### src/hdl/osr_pkg.sv
// Purpose: Constants and types for the output signal routing matrix.
// Assumes: One selection word per output or indicator, 23 switches each.
// Notes: A word's checksum is its binary value.
package osr_pkg;

  localparam int OSR_SWITCHES = 23;
  localparam int OSR_NUM_POWER = 3;
  localparam int OSR_NUM_SIGNAL = 5;
  localparam int OSR_NUM_OUT_WORDS = 8;
  localparam int OSR_NUM_LEDS = 8;
  localparam int OSR_NUM_WORDS = 16;
  localparam int OSR_INDEX_W = 4;
  localparam int OSR_NUM_STAGES = 6;
  localparam int OSR_NUM_DI = 5;

  // Word indices on the configuration port
  localparam logic [3:0] OSR_IDX_POWER1 = 4'h0;
  localparam logic [3:0] OSR_IDX_POWER2 = 4'h1;
  localparam logic [3:0] OSR_IDX_POWER3 = 4'h2;
  localparam logic [3:0] OSR_IDX_SIGNAL1 = 4'h3;
  localparam logic [3:0] OSR_IDX_SIGNAL2 = 4'h4;
  localparam logic [3:0] OSR_IDX_SIGNAL3 = 4'h5;
  localparam logic [3:0] OSR_IDX_SIGNAL5 = 4'h7;
  localparam logic [3:0] OSR_IDX_IND1 = 4'h8;

  // Fixed routings, as positions within the output vectors
  localparam int OSR_POWER_TWO_POS = 1;
  localparam int OSR_POWER_THREE_POS = 2;
  localparam int OSR_SIGNAL_TWO_POS = 1;

  // Reset values (checksums 2108074, 5461 and 0)
  localparam logic [22:0] OSR_RST_POWER = 23'h202aaa;
  localparam logic [22:0] OSR_RST_SIGNAL_START = 23'h001555;
  localparam logic [22:0] OSR_RST_ZERO = 23'h000000;

  // Read answer for extension words when the I/O extension is missing
  localparam logic [22:0] OSR_ABSENT_VALUE = 23'd9999;

  typedef logic [OSR_SWITCHES-1:0] osr_word_t;

  // Internal event sources; stage order: phase low, phase high, phase instant,
  // earth fault low, earth fault high, phase discontinuity
  typedef struct packed {
    logic [OSR_NUM_STAGES-1:0] stage_start;
    logic [OSR_NUM_STAGES-1:0] stage_trip;
    logic thermal_alarm;
    logic thermal_trip;
    logic external_trip;
    logic auto_reclose_open_cmd;
    logic auto_reclose_close_cmd;
    logic auto_reclose_definite_trip;
    logic auto_reclose_failed;
    logic auto_reclose_shot_due;
    logic auto_reclose_lockout;
    logic arc_trip;
    logic light_output;
    logic trip_lockout;
    logic breaker_failure_trip;
    logic external_fault_warning;
    logic circuit_breaker_open;
    logic circuit_breaker_closed;
    logic [OSR_NUM_DI-1:0] digital_inputs;
    logic recorder_triggered;
  } osr_sources_t;

endpackage

### src/hdl/osr_matrix.sv
// Purpose: Routes internal protection events to power outputs, signal outputs and LEDs.
// Assumes: Source events are synchronous to CLOCK_IN; extension-present is an async pin.
// Notes: Every output is the registered OR of its selected sources plus any fixed routing.
//
// Behaviour
// - Power outputs driven by words one to three
// - Signal outputs driven by words four to eight
// - Output is OR of selected sources
// - Checksum equals sum of set switch weights
// - Third power output always carries trip lockout
// - Second power output always carries breaker-failure trip
// - Second signal output always carries fault warning
// - Switches one to twelve: stage start/trip pairs
// - Switches 13-15: thermal alarm, trip, external trip
// - Switches 16-21: auto-reclose signals in order
// - Switch 22 arc trip, 23 light output
// - Reset defaults: trips, starts, then zero
// - Absent extension reads 9999 for last three
// - Each LED driven by its own word
// - Indicator switches 1-14 source order
// - Indicator switches 15-23 order, default zero
module osr_matrix
  import osr_pkg::*;
(
  input wire logic CLOCK_IN, // System clock, 50 MHz
  input wire logic RESET_IN, // Synchronous reset, active high
  input wire osr_sources_t SOURCES_IN, // Internal event signals
  input wire logic IO_EXT_PRESENT_IN, // Optional I/O extension fitted, pin
  input wire logic CFG_WR_IN, // Write selection word, one-cycle strobe
  input wire logic CFG_RD_IN, // Read selection word, one-cycle strobe
  input wire logic [OSR_INDEX_W-1:0] CFG_INDEX_IN, // Word index 0..15
  input wire logic [OSR_SWITCHES-1:0] CFG_WDATA_IN, // Word value to write
  output logic [OSR_SWITCHES-1:0] CFG_RDATA_OUT, // Read word, equals checksum
  output logic CFG_RVALID_OUT, // Read data valid, one-cycle pulse
  output logic [OSR_NUM_POWER-1:0] POWER_OUT, // Power output contacts
  output logic [OSR_NUM_SIGNAL-1:0] SIGNAL_OUT, // Signal output contacts
  output logic [OSR_NUM_LEDS-1:0] LED_OUT // Indicator LEDs
);

  osr_word_t select_reg [OSR_NUM_WORDS];
  logic io_ext_meta_reg;
  logic io_ext_sync_reg;
  osr_word_t out_src;
  osr_word_t led_src;
  logic [OSR_NUM_OUT_WORDS-1:0] out_hit;
  logic [OSR_NUM_LEDS-1:0] led_hit;
  logic [OSR_NUM_POWER-1:0] power_next;
  logic [OSR_NUM_SIGNAL-1:0] signal_next;

  // Extension pin is asynchronous to the matrix clock
  always_ff @(posedge CLOCK_IN)
  begin
    if (RESET_IN)
    begin
      io_ext_meta_reg <= 1'b0;
      io_ext_sync_reg <= 1'b0;
    end
    else
    begin
      io_ext_meta_reg <= IO_EXT_PRESENT_IN;
      io_ext_sync_reg <= io_ext_meta_reg;
    end
  end

  // Word value is its own checksum since switch n weighs 2**(n-1)
  function automatic osr_word_t reset_value(input int idx);
    if (idx < OSR_NUM_POWER)
      reset_value = OSR_RST_POWER;
    else if (idx < int'(OSR_IDX_SIGNAL3))
      reset_value = OSR_RST_SIGNAL_START;
    else
      reset_value = OSR_RST_ZERO;
  endfunction

  genvar gw;
  generate
    for (gw = 0; gw < OSR_NUM_WORDS; gw++)
    begin : g_word
      always_ff @(posedge CLOCK_IN)
      begin
        if (RESET_IN)
          select_reg[gw] <= reset_value(gw);
        else if (CFG_WR_IN && (CFG_INDEX_IN == OSR_INDEX_W'(gw)))
          select_reg[gw] <= CFG_WDATA_IN;
      end
    end
  endgenerate

  // Readback; extension words still store writes so settings survive fitting later
  always_ff @(posedge CLOCK_IN)
  begin
    if (RESET_IN)
    begin
      CFG_RDATA_OUT <= OSR_RST_ZERO;
      CFG_RVALID_OUT <= 1'b0;
    end
    else
    begin
      CFG_RVALID_OUT <= CFG_RD_IN;
      if (CFG_RD_IN)
      begin
        if (!io_ext_sync_reg && (CFG_INDEX_IN >= OSR_IDX_SIGNAL3) && (CFG_INDEX_IN <= OSR_IDX_SIGNAL5))
          CFG_RDATA_OUT <= OSR_ABSENT_VALUE;
        else
          CFG_RDATA_OUT <= select_reg[CFG_INDEX_IN];
      end
    end
  end

  // Output matrix source vector, switch n at bit n-1
  genvar gs;
  generate
    for (gs = 0; gs < OSR_NUM_STAGES; gs++)
    begin : g_stage
      assign out_src[2*gs] = SOURCES_IN.stage_start[gs];
      assign out_src[2*gs+1] = SOURCES_IN.stage_trip[gs];
      assign led_src[gs] = SOURCES_IN.stage_trip[gs];
    end
  endgenerate

  assign out_src[12] = SOURCES_IN.thermal_alarm;
  assign out_src[13] = SOURCES_IN.thermal_trip;
  assign out_src[14] = SOURCES_IN.external_trip;
  assign out_src[15] = SOURCES_IN.auto_reclose_open_cmd;
  assign out_src[16] = SOURCES_IN.auto_reclose_close_cmd;
  assign out_src[17] = SOURCES_IN.auto_reclose_definite_trip;
  assign out_src[18] = SOURCES_IN.auto_reclose_failed;
  assign out_src[19] = SOURCES_IN.auto_reclose_shot_due;
  assign out_src[20] = SOURCES_IN.auto_reclose_lockout;
  assign out_src[21] = SOURCES_IN.arc_trip;
  assign out_src[22] = SOURCES_IN.light_output;

  assign led_src[6] = SOURCES_IN.thermal_alarm;
  assign led_src[7] = SOURCES_IN.thermal_trip;
  assign led_src[8] = SOURCES_IN.trip_lockout;
  assign led_src[9] = SOURCES_IN.auto_reclose_definite_trip;
  assign led_src[10] = SOURCES_IN.auto_reclose_shot_due;
  assign led_src[11] = SOURCES_IN.auto_reclose_lockout;
  assign led_src[12] = SOURCES_IN.circuit_breaker_open;
  assign led_src[13] = SOURCES_IN.circuit_breaker_closed;
  assign led_src[18:14] = SOURCES_IN.digital_inputs;
  assign led_src[19] = SOURCES_IN.arc_trip;
  assign led_src[20] = SOURCES_IN.light_output;
  assign led_src[21] = SOURCES_IN.breaker_failure_trip;
  assign led_src[22] = SOURCES_IN.recorder_triggered;

  genvar go;
  generate
    for (go = 0; go < OSR_NUM_OUT_WORDS; go++)
    begin : g_out
      assign out_hit[go] = |(out_src & select_reg[go]);
    end
    for (go = 0; go < OSR_NUM_LEDS; go++)
    begin : g_led
      assign led_hit[go] = |(led_src & select_reg[go+OSR_NUM_OUT_WORDS]);
    end
  endgenerate

  // Fixed routings are ORed in and cannot be deselected
  always_comb
  begin
    power_next = out_hit[OSR_NUM_POWER-1:0];
    power_next[OSR_POWER_TWO_POS] = out_hit[OSR_POWER_TWO_POS] | SOURCES_IN.breaker_failure_trip;
    power_next[OSR_POWER_THREE_POS] = out_hit[OSR_POWER_THREE_POS] | SOURCES_IN.trip_lockout;
    signal_next = out_hit[OSR_NUM_OUT_WORDS-1:OSR_NUM_POWER];
    signal_next[OSR_SIGNAL_TWO_POS] = out_hit[OSR_NUM_POWER+OSR_SIGNAL_TWO_POS] | SOURCES_IN.external_fault_warning;
  end

  // One register stage, no latching of events
  always_ff @(posedge CLOCK_IN)
  begin
    if (RESET_IN)
    begin
      POWER_OUT <= '0;
      SIGNAL_OUT <= '0;
      LED_OUT <= '0;
    end
    else
    begin
      POWER_OUT <= power_next;
      SIGNAL_OUT <= signal_next;
      LED_OUT <= led_hit;
    end
  end

endmodule

### config.mk
export PLATFORM = sky130hd
export DESIGN_NAME = osr_matrix
export DESIGN_NICKNAME = d
export VERILOG_FILES = /design/src/hdl/osr_pkg.sv /design/src/hdl/osr_matrix.sv
export SDC_FILE = /design/constraint.sdc
export NUM_CORES = 1
export LEC_CHECK = 0
export BUFFER_PORTS_ARGS = -buffer_cell sky130_fd_sc_hd__buf_4
export CAP_MARGIN = 20
export CORE_ASPECT_RATIO = 1.5
export CORE_MARGIN = 5
export CORE_UTILIZATION = 30
export CTS_CLUSTER_DIAMETER = 40
export DETAILED_ROUTE_END_ITERATION = 8
export PLACE_DENSITY = 0.56
export REMOVE_ABC_BUFFERS = 1
export SYNTH_ARGS = -nofsm -noshare
export SYNTH_HDL_FRONTEND = slang
export SYNTH_SLANG_ARGS = --single-unit
### constraint.sdc
create_clock -name CLOCK_IN -period 3.8 [get_ports CLOCK_IN]
set_input_delay 0.76 -clock CLOCK_IN [delete_from_list [all_inputs] [get_ports CLOCK_IN]]
set_output_delay 0.76 -clock CLOCK_IN [all_outputs]
set_load 0.1 [all_outputs]
==> impl_summary.md, run 1 <==
Run status
The flow ran to the end, and the final reports show no timing, DRC or antenna violations.

Clock tree
The clock passes through at most 3 buffers. The clock network latency to the later pin of the worst-skew pair is 0.57 ns. The clock transition at the register clock pins on the worst setup and hold paths after CTS is 0.06 ns. In this run, post-CTS repair resized a total of 0 instances. The H-tree was split into 2 levels.

The number of setup buffers added after CTS is 0. TritonCTS built the clock tree. The number of buffers added by the clock tree synthesis step is 46. After clock tree synthesis, the flow added hold-fix buffers numbering 0. The library cell used as clock root buffer is sky130_fd_sc_hd__clkbuf_16. The clock drives 410 sinks.

Setup path
The cell type with the highest occurrence count on the critical path is sky130_fd_sc_hd__buf_4. Walking the worst path, the cells encountered are buf_4 > buf_4 > nor2_2 > nand2_1 > nor2_1 > and2_1. The worst setup path is launched from an input port. The endpoint of the worst-slack reg-to-reg timing path is CFG_RDATA_OUT[5].

The critical path's slowest cell is sky130_fd_sc_hd__nor2_1. The logic depth of the worst setup path including buffers is 6. The worst reg-to-reg path cell count is 3.

The critical path class is in2reg. Data on the critical path is required at its endpoint by 4.22 ns. The flop-to-flop setup slack is 1.99 ns. Grouping stages by cell kind, the critical path spends the most delay in simple AND/OR/NAND/NOR gates.

STA puts the critical path data arrival time at 3.00 ns. The endpoint kind of the worst setup timing path is a register. Counting both buffers and inverters, the worst setup path holds a total of 2.

The delay of the slowest cell on the worst path is 0.83 ns. In this run the critical register-to-register path is launched from select_reg[10][5]. The highest net fanout along the worst path is 25.

Job
The max-cap check violation count is 0.

Power
The clock network burns 39.9% of the power. Summed over all nets, the switching power comes to 0.003129 W. The post-route total power is 0.01144 W. The part of the power in combinational logic is 12.4%. For this design the ratio of total power to cell area is 494.3 nW/um^2. The worst ir drop on vdd is 0.2863 mV. Summed over all cells, the static leakage comes to 8.034 nW. The internal portion of the total power is 0.008310 W. The sequential share of power is 47.7%. The switching share of power is 27.36%.

Timing
For the pin with the worst max-slew slack, the measured transition is 0.9453 ns. The number of pins exceeding their max-slew limit in the final report was 0. The final setup violation count is 0. The maximum achievable frequency is 387.9 MHz. The clock period could shrink to 2.578 ns. The share of the clock period used by the worst path is 67.84%. In this run the tightest slew margin relative to its limit is 36.75%. Setup repair after global routing left no endpoint under its margin. Setup total negative slack on the finished layout was measured at 0 ns. The count of final hold-check violations was 0. The post-route clock skew is 0.02276 ns.

Die
Once the floorplan was initialized, standard cells occupied 30.27% of the core. The number of top-level pins is 106. In this run the horizontal extent of the chip is 220.1 um. The die covers 71,550 sq um. In this run the core area contains 115 standard-cell rows. The die height is 325.1 um. The total core area is 65,610 sq um.

Logic synthesis
Yosys mapped the design onto 43 distinct sky130hd cell types. The mapped cell area is 19,860 sq um. The area share of the leading cell type in the synthesized netlist is 55.65%. The total number of yosys warnings is 0. The dominant cell by count in the synthesized netlist is sky130_fd_sc_hd__edfxtp_1. The count of flip-flops with a built-in enable after synthesis is 368. The dominant cell type by area after synthesis is sky130_fd_sc_hd__edfxtp_1.

The synthesized netlist devotes 14.91% of its cell area to simple gates. For this run, the register share of the synthesized area comes to 59.88%. For this run, the leading register cell type out of synthesis is sky130_fd_sc_hd__edfxtp_1. The synthesized area per cell is 13.72 sq um. In the synthesized netlist, the number of instances is 1,447. The fraction of the mapped netlist area in adder cells is 0%.

Sorting the synthesized cells by area gives the leading types as sky130_fd_sc_hd__edfxtp_1 56%, sky130_fd_sc_hd__and2_1 11%, sky130_fd_sc_hd__mux4_2 7.1%, sky130_fd_sc_hd__a22oi_1 5.3%, sky130_fd_sc_hd__dfxtp_1 4.2%. After synthesis, the largest family of logic cells by area is simple AND/OR/NAND/NOR gates. Counting flops with an async set or reset pin after synthesis yields a share of 0%. After Yosys synthesis, XOR and XNOR cells account for 0% of the synthesized area.

Of the post-synthesis cell area, the part taken by muxes is 11.67%. In the synthesized netlist, the cells that appear most often are 368 x sky130_fd_sc_hd__edfxtp_1, 346 x sky130_fd_sc_hd__and2_1, 139 x sky130_fd_sc_hd__a22oi_1. Summing the areas of all compound-gate instances in the mapped netlist gives 10.19% of the synthesized area. Counting flops and latches in the post-synthesis netlist gives 410.

Detailed routing
The routed wirelength normalized by instance count is 34.26 um. The first routing iteration left 2,274 violations. The number of vias per cell is 5.899. The number of nets with antenna violations after detailed routing is 0. The remaining design rule violation count is 0.

The sum of routed wire length over all layers is 82.81 mm. The first-pass iteration count of the detailed router is 8. Detailed routing inserted a total of 14.26k vias.

Cells and area
In the final layout, the share of cells above drive strength 1 is 20.62%. For this run, the post-layout net count is 1,567. The finished cells cover 23,140 sq um. The register with the most flip-flops in the layout has 368 of them. The growth of design area from synthesis to finish is 16.53%.

Global routing
The first global-routing pass estimated 113.2 mm of wire. For this run, the total global-route usage over all layers was measured as 22.48%. Entering global routing, the biggest net connects 52 pins. The number of antenna violations at the first check in global routing is 5. The total overflow left after global routing is 0. The number of global-route vias before repair is 14.40k.

Hold path
The end point of the most critical hold path is io_ext_meta_reg. The worst hold path begins at IO_EXT_PRESENT_IN. The worst min-delay path category is in2reg. The worst hold path was traced through 2 stages.

Placement
Once detailed placement completed, the half-perimeter wirelength came to 57.93 mm. The cell area after placement is 21,590 sq um. During placement, the flow inserted port buffers numbering 105. Routability-driven placement finished with a final weighted congestion of 1.008.
## kinds of logic after synthesis
kind of cell / count (synthesis)
compound gates: 266
buf+inv: 148
flops: 410
mux: 129
simple gates: 494
## how the worst max path moves through the flow
stage          slack, ns                 to            start
3_5_place_dp        0.74  select_reg[0][15]  CFG_INDEX_IN[1]
6_report            1.22  select_reg[0][18]  CFG_INDEX_IN[1]
3_3_place_gp        0.81  select_reg[0][19]  CFG_INDEX_IN[1]
5_1_grt             1.07  select_reg[0][18]  CFG_INDEX_IN[1]
2_1_floorplan       0.41   select_reg[1][0]  CFG_INDEX_IN[1]
4_1_cts             1.31  select_reg[0][18]  CFG_INDEX_IN[1]
## per-stage QoR
step / utilization (%) / instances / setup slack [ns] / hold slack, ns
2_1_floorplan: - / 1302 / 0.4056 / 0.4138
3_3_place_gp: 32.91 / 2329 / 0.8098 / 0.4197
3_5_place_dp: 32.91 / 2329 / 0.7430 / 0.4231
4_1_cts: 35.24 / 2413 / 1.306 / 0.4014
5_1_grt: 35.26 / 2414 / 1.066 / 0.4189
6_report: 35.27 / 2417 / 1.222 / 0.4088
## cell usage in the layout (no fill, tap or decap), types with 9 or more instances in the layout
cell	count
sky130_fd_sc_hd__edfxtp_1	368
sky130_fd_sc_hd__and2_1	346
sky130_fd_sc_hd__buf_4	148
sky130_fd_sc_hd__a22oi_1	139
sky130_fd_sc_hd__mux4_2	63
sky130_fd_sc_hd__clkbuf_16	48
sky130_fd_sc_hd__mux2i_1	43
sky130_fd_sc_hd__dfxtp_1	42
sky130_fd_sc_hd__nor2_1	35
sky130_fd_sc_hd__or3_1	31
sky130_fd_sc_hd__nand4_1	25
sky130_fd_sc_hd__a22o_1	19
sky130_fd_sc_hd__a221oi_1	19
sky130_fd_sc_hd__nand3_1	17
sky130_fd_sc_hd__a31oi_1	16
sky130_fd_sc_hd__mux4_1	14
sky130_fd_sc_hd__a222oi_1	13
sky130_fd_sc_hd__clkbuf_1	13
sky130_fd_sc_hd__o21ai_2	12
sky130_fd_sc_hd__mux2_2	9
## final cells by class
class                   count  area (sq um)
flip-flops and latches    410         11890
inverters                   3         11.26
repair buffers            151          1154
clock buffers              65          1305
multi-input cells         889          7451
well taps                 877          1097
diodes                      3         7.507
clock inverters            19         225.2
fillers                  6459         42470
## routing by layer
layer,routed length [um],global-route usage [%],part of all wire [%],up-vias
met5,0,0,0,-
met4,7226,15.39,8.7,0
met1,28690,26.31,35,7169
met3,7039,3.799,8.5,267
met2,39850,37.37,48,1096
li1,-,-,-,5725
## power by group through the flow
stage | Sequential, W | Clock (W) | Combinational (W)
6_report | 0.00545 | 0.00457 | 0.00142
3_3_place_gp | 0.00552 | 0 | 0.00139
5_1_grt | 0.00545 | 0.00479 | 0.00145
3_5_place_dp | 0.00553 | 0 | 0.00140
2_1_floorplan | 0.00561 | 0 | 0.000486
4_1_cts | 0.00544 | 0.00460 | 0.00140
No activity file was read; power rests on OpenSTA's default activity.
==> run 2, diff against run 1 <==
Clock period 3.8 ns to 2.3 ns, I/O delays scaled along.
==> run 2 against run 1 <==
Cell area increased by 2.5%. Combinational power increased by 75%. Sequential share of layout area decreased by 1.3 points. Routed wire length increased by 2.5%. Critical path depth decreased by 2. Register-to-register slack got worse by 1.6 ns. Core utilization increased by 0.88 points. Clock power increased by 67%. Via count increased by 1.1%. Cell count increased by 1.5%. Flip-flop and latch count unchanged. Largest cell class unchanged. Largest power group unchanged. Highest routed layer is now met5.
==> impl_summary.md, run 2 (synthesis results as in run 1) <==
Hold path
The worst min-delay path category is in2reg. The cell count of the worst hold path was 2 (unchanged). The worst hold path terminates at io_ext_meta_reg. The startpoint identified for the worst hold timing path is IO_EXT_PRESENT_IN.

Setup path
The endpoint of the worst-slack reg-to-reg timing path is CFG_RDATA_OUT[14]. The worst reg-to-reg path cell count is 4 (+1). The required arrival time at the worst endpoint came to 2.77 ns (-1.45 ns). The worst endpoint data arrival time is 2.40 ns (-0.60 ns). The worst setup path is launched from a register.

The flop-to-flop setup slack was 0.37 ns (-1.62 ns). The highest net fanout along the worst path is 2 (-92%). The start point of the critical path is select_reg[7][14].

By startpoint and endpoint, the worst setup path is classified as reg2reg. The reg-to-reg startpoint is select_reg[7][14]. STA classifies the critical path endpoint as a register.

Cells and area
The number of antenna diodes is 0 (-3). The number of flip-flops in the largest register is 368 (unchanged). The sequential cell area in the final layout is 11,890 sq um (unchanged). The growth of design area from synthesis to finish is 19.45%. In the layout the commonest cells are 368 x sky130_fd_sc_hd__edfxtp_1, 346 x sky130_fd_sc_hd__and2_1, 162 x sky130_fd_sc_hd__buf_4, 139 x sky130_fd_sc_hd__a22oi_1, 63 x sky130_fd_sc_hd__mux4_2. The area used by multi-input combinational logic is 7451 sq um (unchanged). The final net count came to 1,605 (+2.4%).

The post-route cell area was 23,720 sq um (+2.5%). The count of filler cells inserted in the layout came to 6,347 (-1.7%). The library cell used most frequently in the layout, excluding fill and tap cells, is sky130_fd_sc_hd__edfxtp_1. The ratio of cells with drive above 1 in the final layout was 23.35% (+2.7 points).

Timing
The final worst setup slack was 0.3675 ns (-0.8547 ns). The worst path needs 1.933 ns of the cycle, external delays included. Of the available clock period, the critical path in the final layout requires 84.02%.

The maximum achievable frequency is 517.5 MHz. The number of pins exceeding their max-slew limit in the final report is 0 (unchanged). The final setup violation count is 0 (unchanged). The post-route clock skew is 0.02906 ns (+0.006305 ns). Setup repair after global routing left no endpoint under its margin.

The worst slew slack as a fraction of its limit came to 24.89% (-12 points). The measured slew at the worst slew-check pin is 1.122 ns (+0.1772 ns). The worst slack on hold paths came to 0.1254 ns (-0.2833 ns). The count of final hold-check violations is 0 (unchanged).

Detailed routing
The number of vias per cell is 5.874 (-0.42%). The sum of routed wire length over all layers came to 84.84 mm (+2.5%). The first-pass iteration count of the detailed router came to 7 (-1).

The routed wirelength normalized by instance count is 34.59 um (+0.95%). The number of nets with antenna violations after detailed routing is 0 (unchanged). The detailed-route via count came to 14.41k (+1.1%). The number of violations reported at the end of detailed-routing iteration 0 is 2,176 (-4.3%). The remaining design rule violation count is 0 (unchanged).

Clock tree
The deepest clock path buffer count is 3 (unchanged). The number of buffers added by the clock tree synthesis step came to 47 (+2.2%). The library cell used as clock root buffer is sky130_fd_sc_hd__clkbuf_16. The clock transition at the register clock pins on the worst setup and hold paths after CTS was 0.07 ns (about the same). TritonCTS built the clock tree. The number of H-tree levels is 2 (unchanged). The clock network latency to the later pin of the worst-skew pair is 0.58 ns (about the same). The number of setup buffers added after CTS is 0 (unchanged). The hold buffer count at cts came to 0 (unchanged). The total clock sinks is 410 (unchanged). The number of gates given a new drive strength after cts is 0 (unchanged).

Die
The number of top-level pins is 106 (unchanged). The number of cell rows came to 115 (unchanged). The width of the die is 220.1 um (unchanged). The starting utilization of the core area is 30.27% (unchanged).

The total core area is 65,610 sq um (unchanged). The full die area is 71,550 sq um (unchanged). The die height came to 325.1 um (unchanged).

Global routing
The global-route wire length before repair is 115.7 mm (+2.2%). The aggregate global routing overflow came to 0 (unchanged). The number of global-route vias before repair came to 14.57k (+1.2%). The pin count of the biggest net entering global routing was 52 (unchanged). The number of antenna violations at the first check in global routing is 7 (+2). The global router's overall resource usage is 23.02% (+0.54 points).

Placement
The cell area after placement is 22,140 sq um (+2.5%). The post-placement setup slack is -0.1493 ns (-0.8923 ns). The number of input and output port buffers inserted was 105 (unchanged). The placed wire-length estimate after detailed placement is 60.44 mm (+4.3%). The placer's final routability congestion estimate is 0.9634 (-4.5%).

Power
The power per cell area is 805.7 nW/um^2 (+63%). The worst ir drop on vdd is 0.5303 mV (+85%). The leakage power of the design is 8.333 nW (+3.7%).

Run status
The flow ran to the end, and the final reports show no timing, DRC or antenna violations.

Job
The max-cap check violation count is 0 (unchanged).
run 2: per-layer routing:
layer  vias up  wire length, um  track usage, %
met5         -               13               0
met2      1046            41450           39.30
li1       5811                -               -
met1      7240            28360           25.51
met3       309             7034           4.041
met4         2             7990           16.71
run 2: worst max path at each step:
| stage | slack (ns) | to |
|---|---|---|
| floorplan | -0.79 | select_reg[1][0] |
| global placement | -0.11 | select_reg[6][19] |
| detailed placement | -0.15 | select_reg[6][21] |
| CTS | 0.40 | CFG_RDATA_OUT[5] |
| global route | 0.35 | select_reg[7][6] |
| finish | 0.37 | CFG_RDATA_OUT[14] |
run 2: worst max-delay path, cell delays in order, from the launching register on:
cell                       delay [ns]
sky130_fd_sc_hd__edfxtp_1        0.44
sky130_fd_sc_hd__mux4_2          0.54
sky130_fd_sc_hd__mux2i_1         0.47
sky130_fd_sc_hd__nor2_1          0.10
sky130_fd_sc_hd__a221o_1         0.27
run 2: area by class of cell:
type	count	share of cell area, %
flip-flops and latches	410	50.13
multi-input cells	889	31.41
repair buffers	188	7.210
clock buffers	52	5.164
well taps	877	4.626
clock inverters	34	1.414
inverters	3	0.04747
run 2: metrics by stage:
step | instances | power (W) | setup TNS, ns | utilization [%]
after global routing | 2453 | 0.01949 | 0 | 36.15
after global placement | 2365 | 0.01156 | -4.381 | 33.74
after CTS | 2451 | 0.01910 | 0 | 36.12
after detailed placement | 2365 | 0.01158 | -7.197 | 33.74
after floorplan | 1302 | 0.01007 | -255.66 | -
final | 2453 | 0.01911 | 0 | 36.15
run 2: where the power goes:
part,switching [W],internal [W]
clock,0.00336,0.00427
sequential,0.000430,0.00858
combinational,0.00167,0.000808
total,0.00546,0.0137
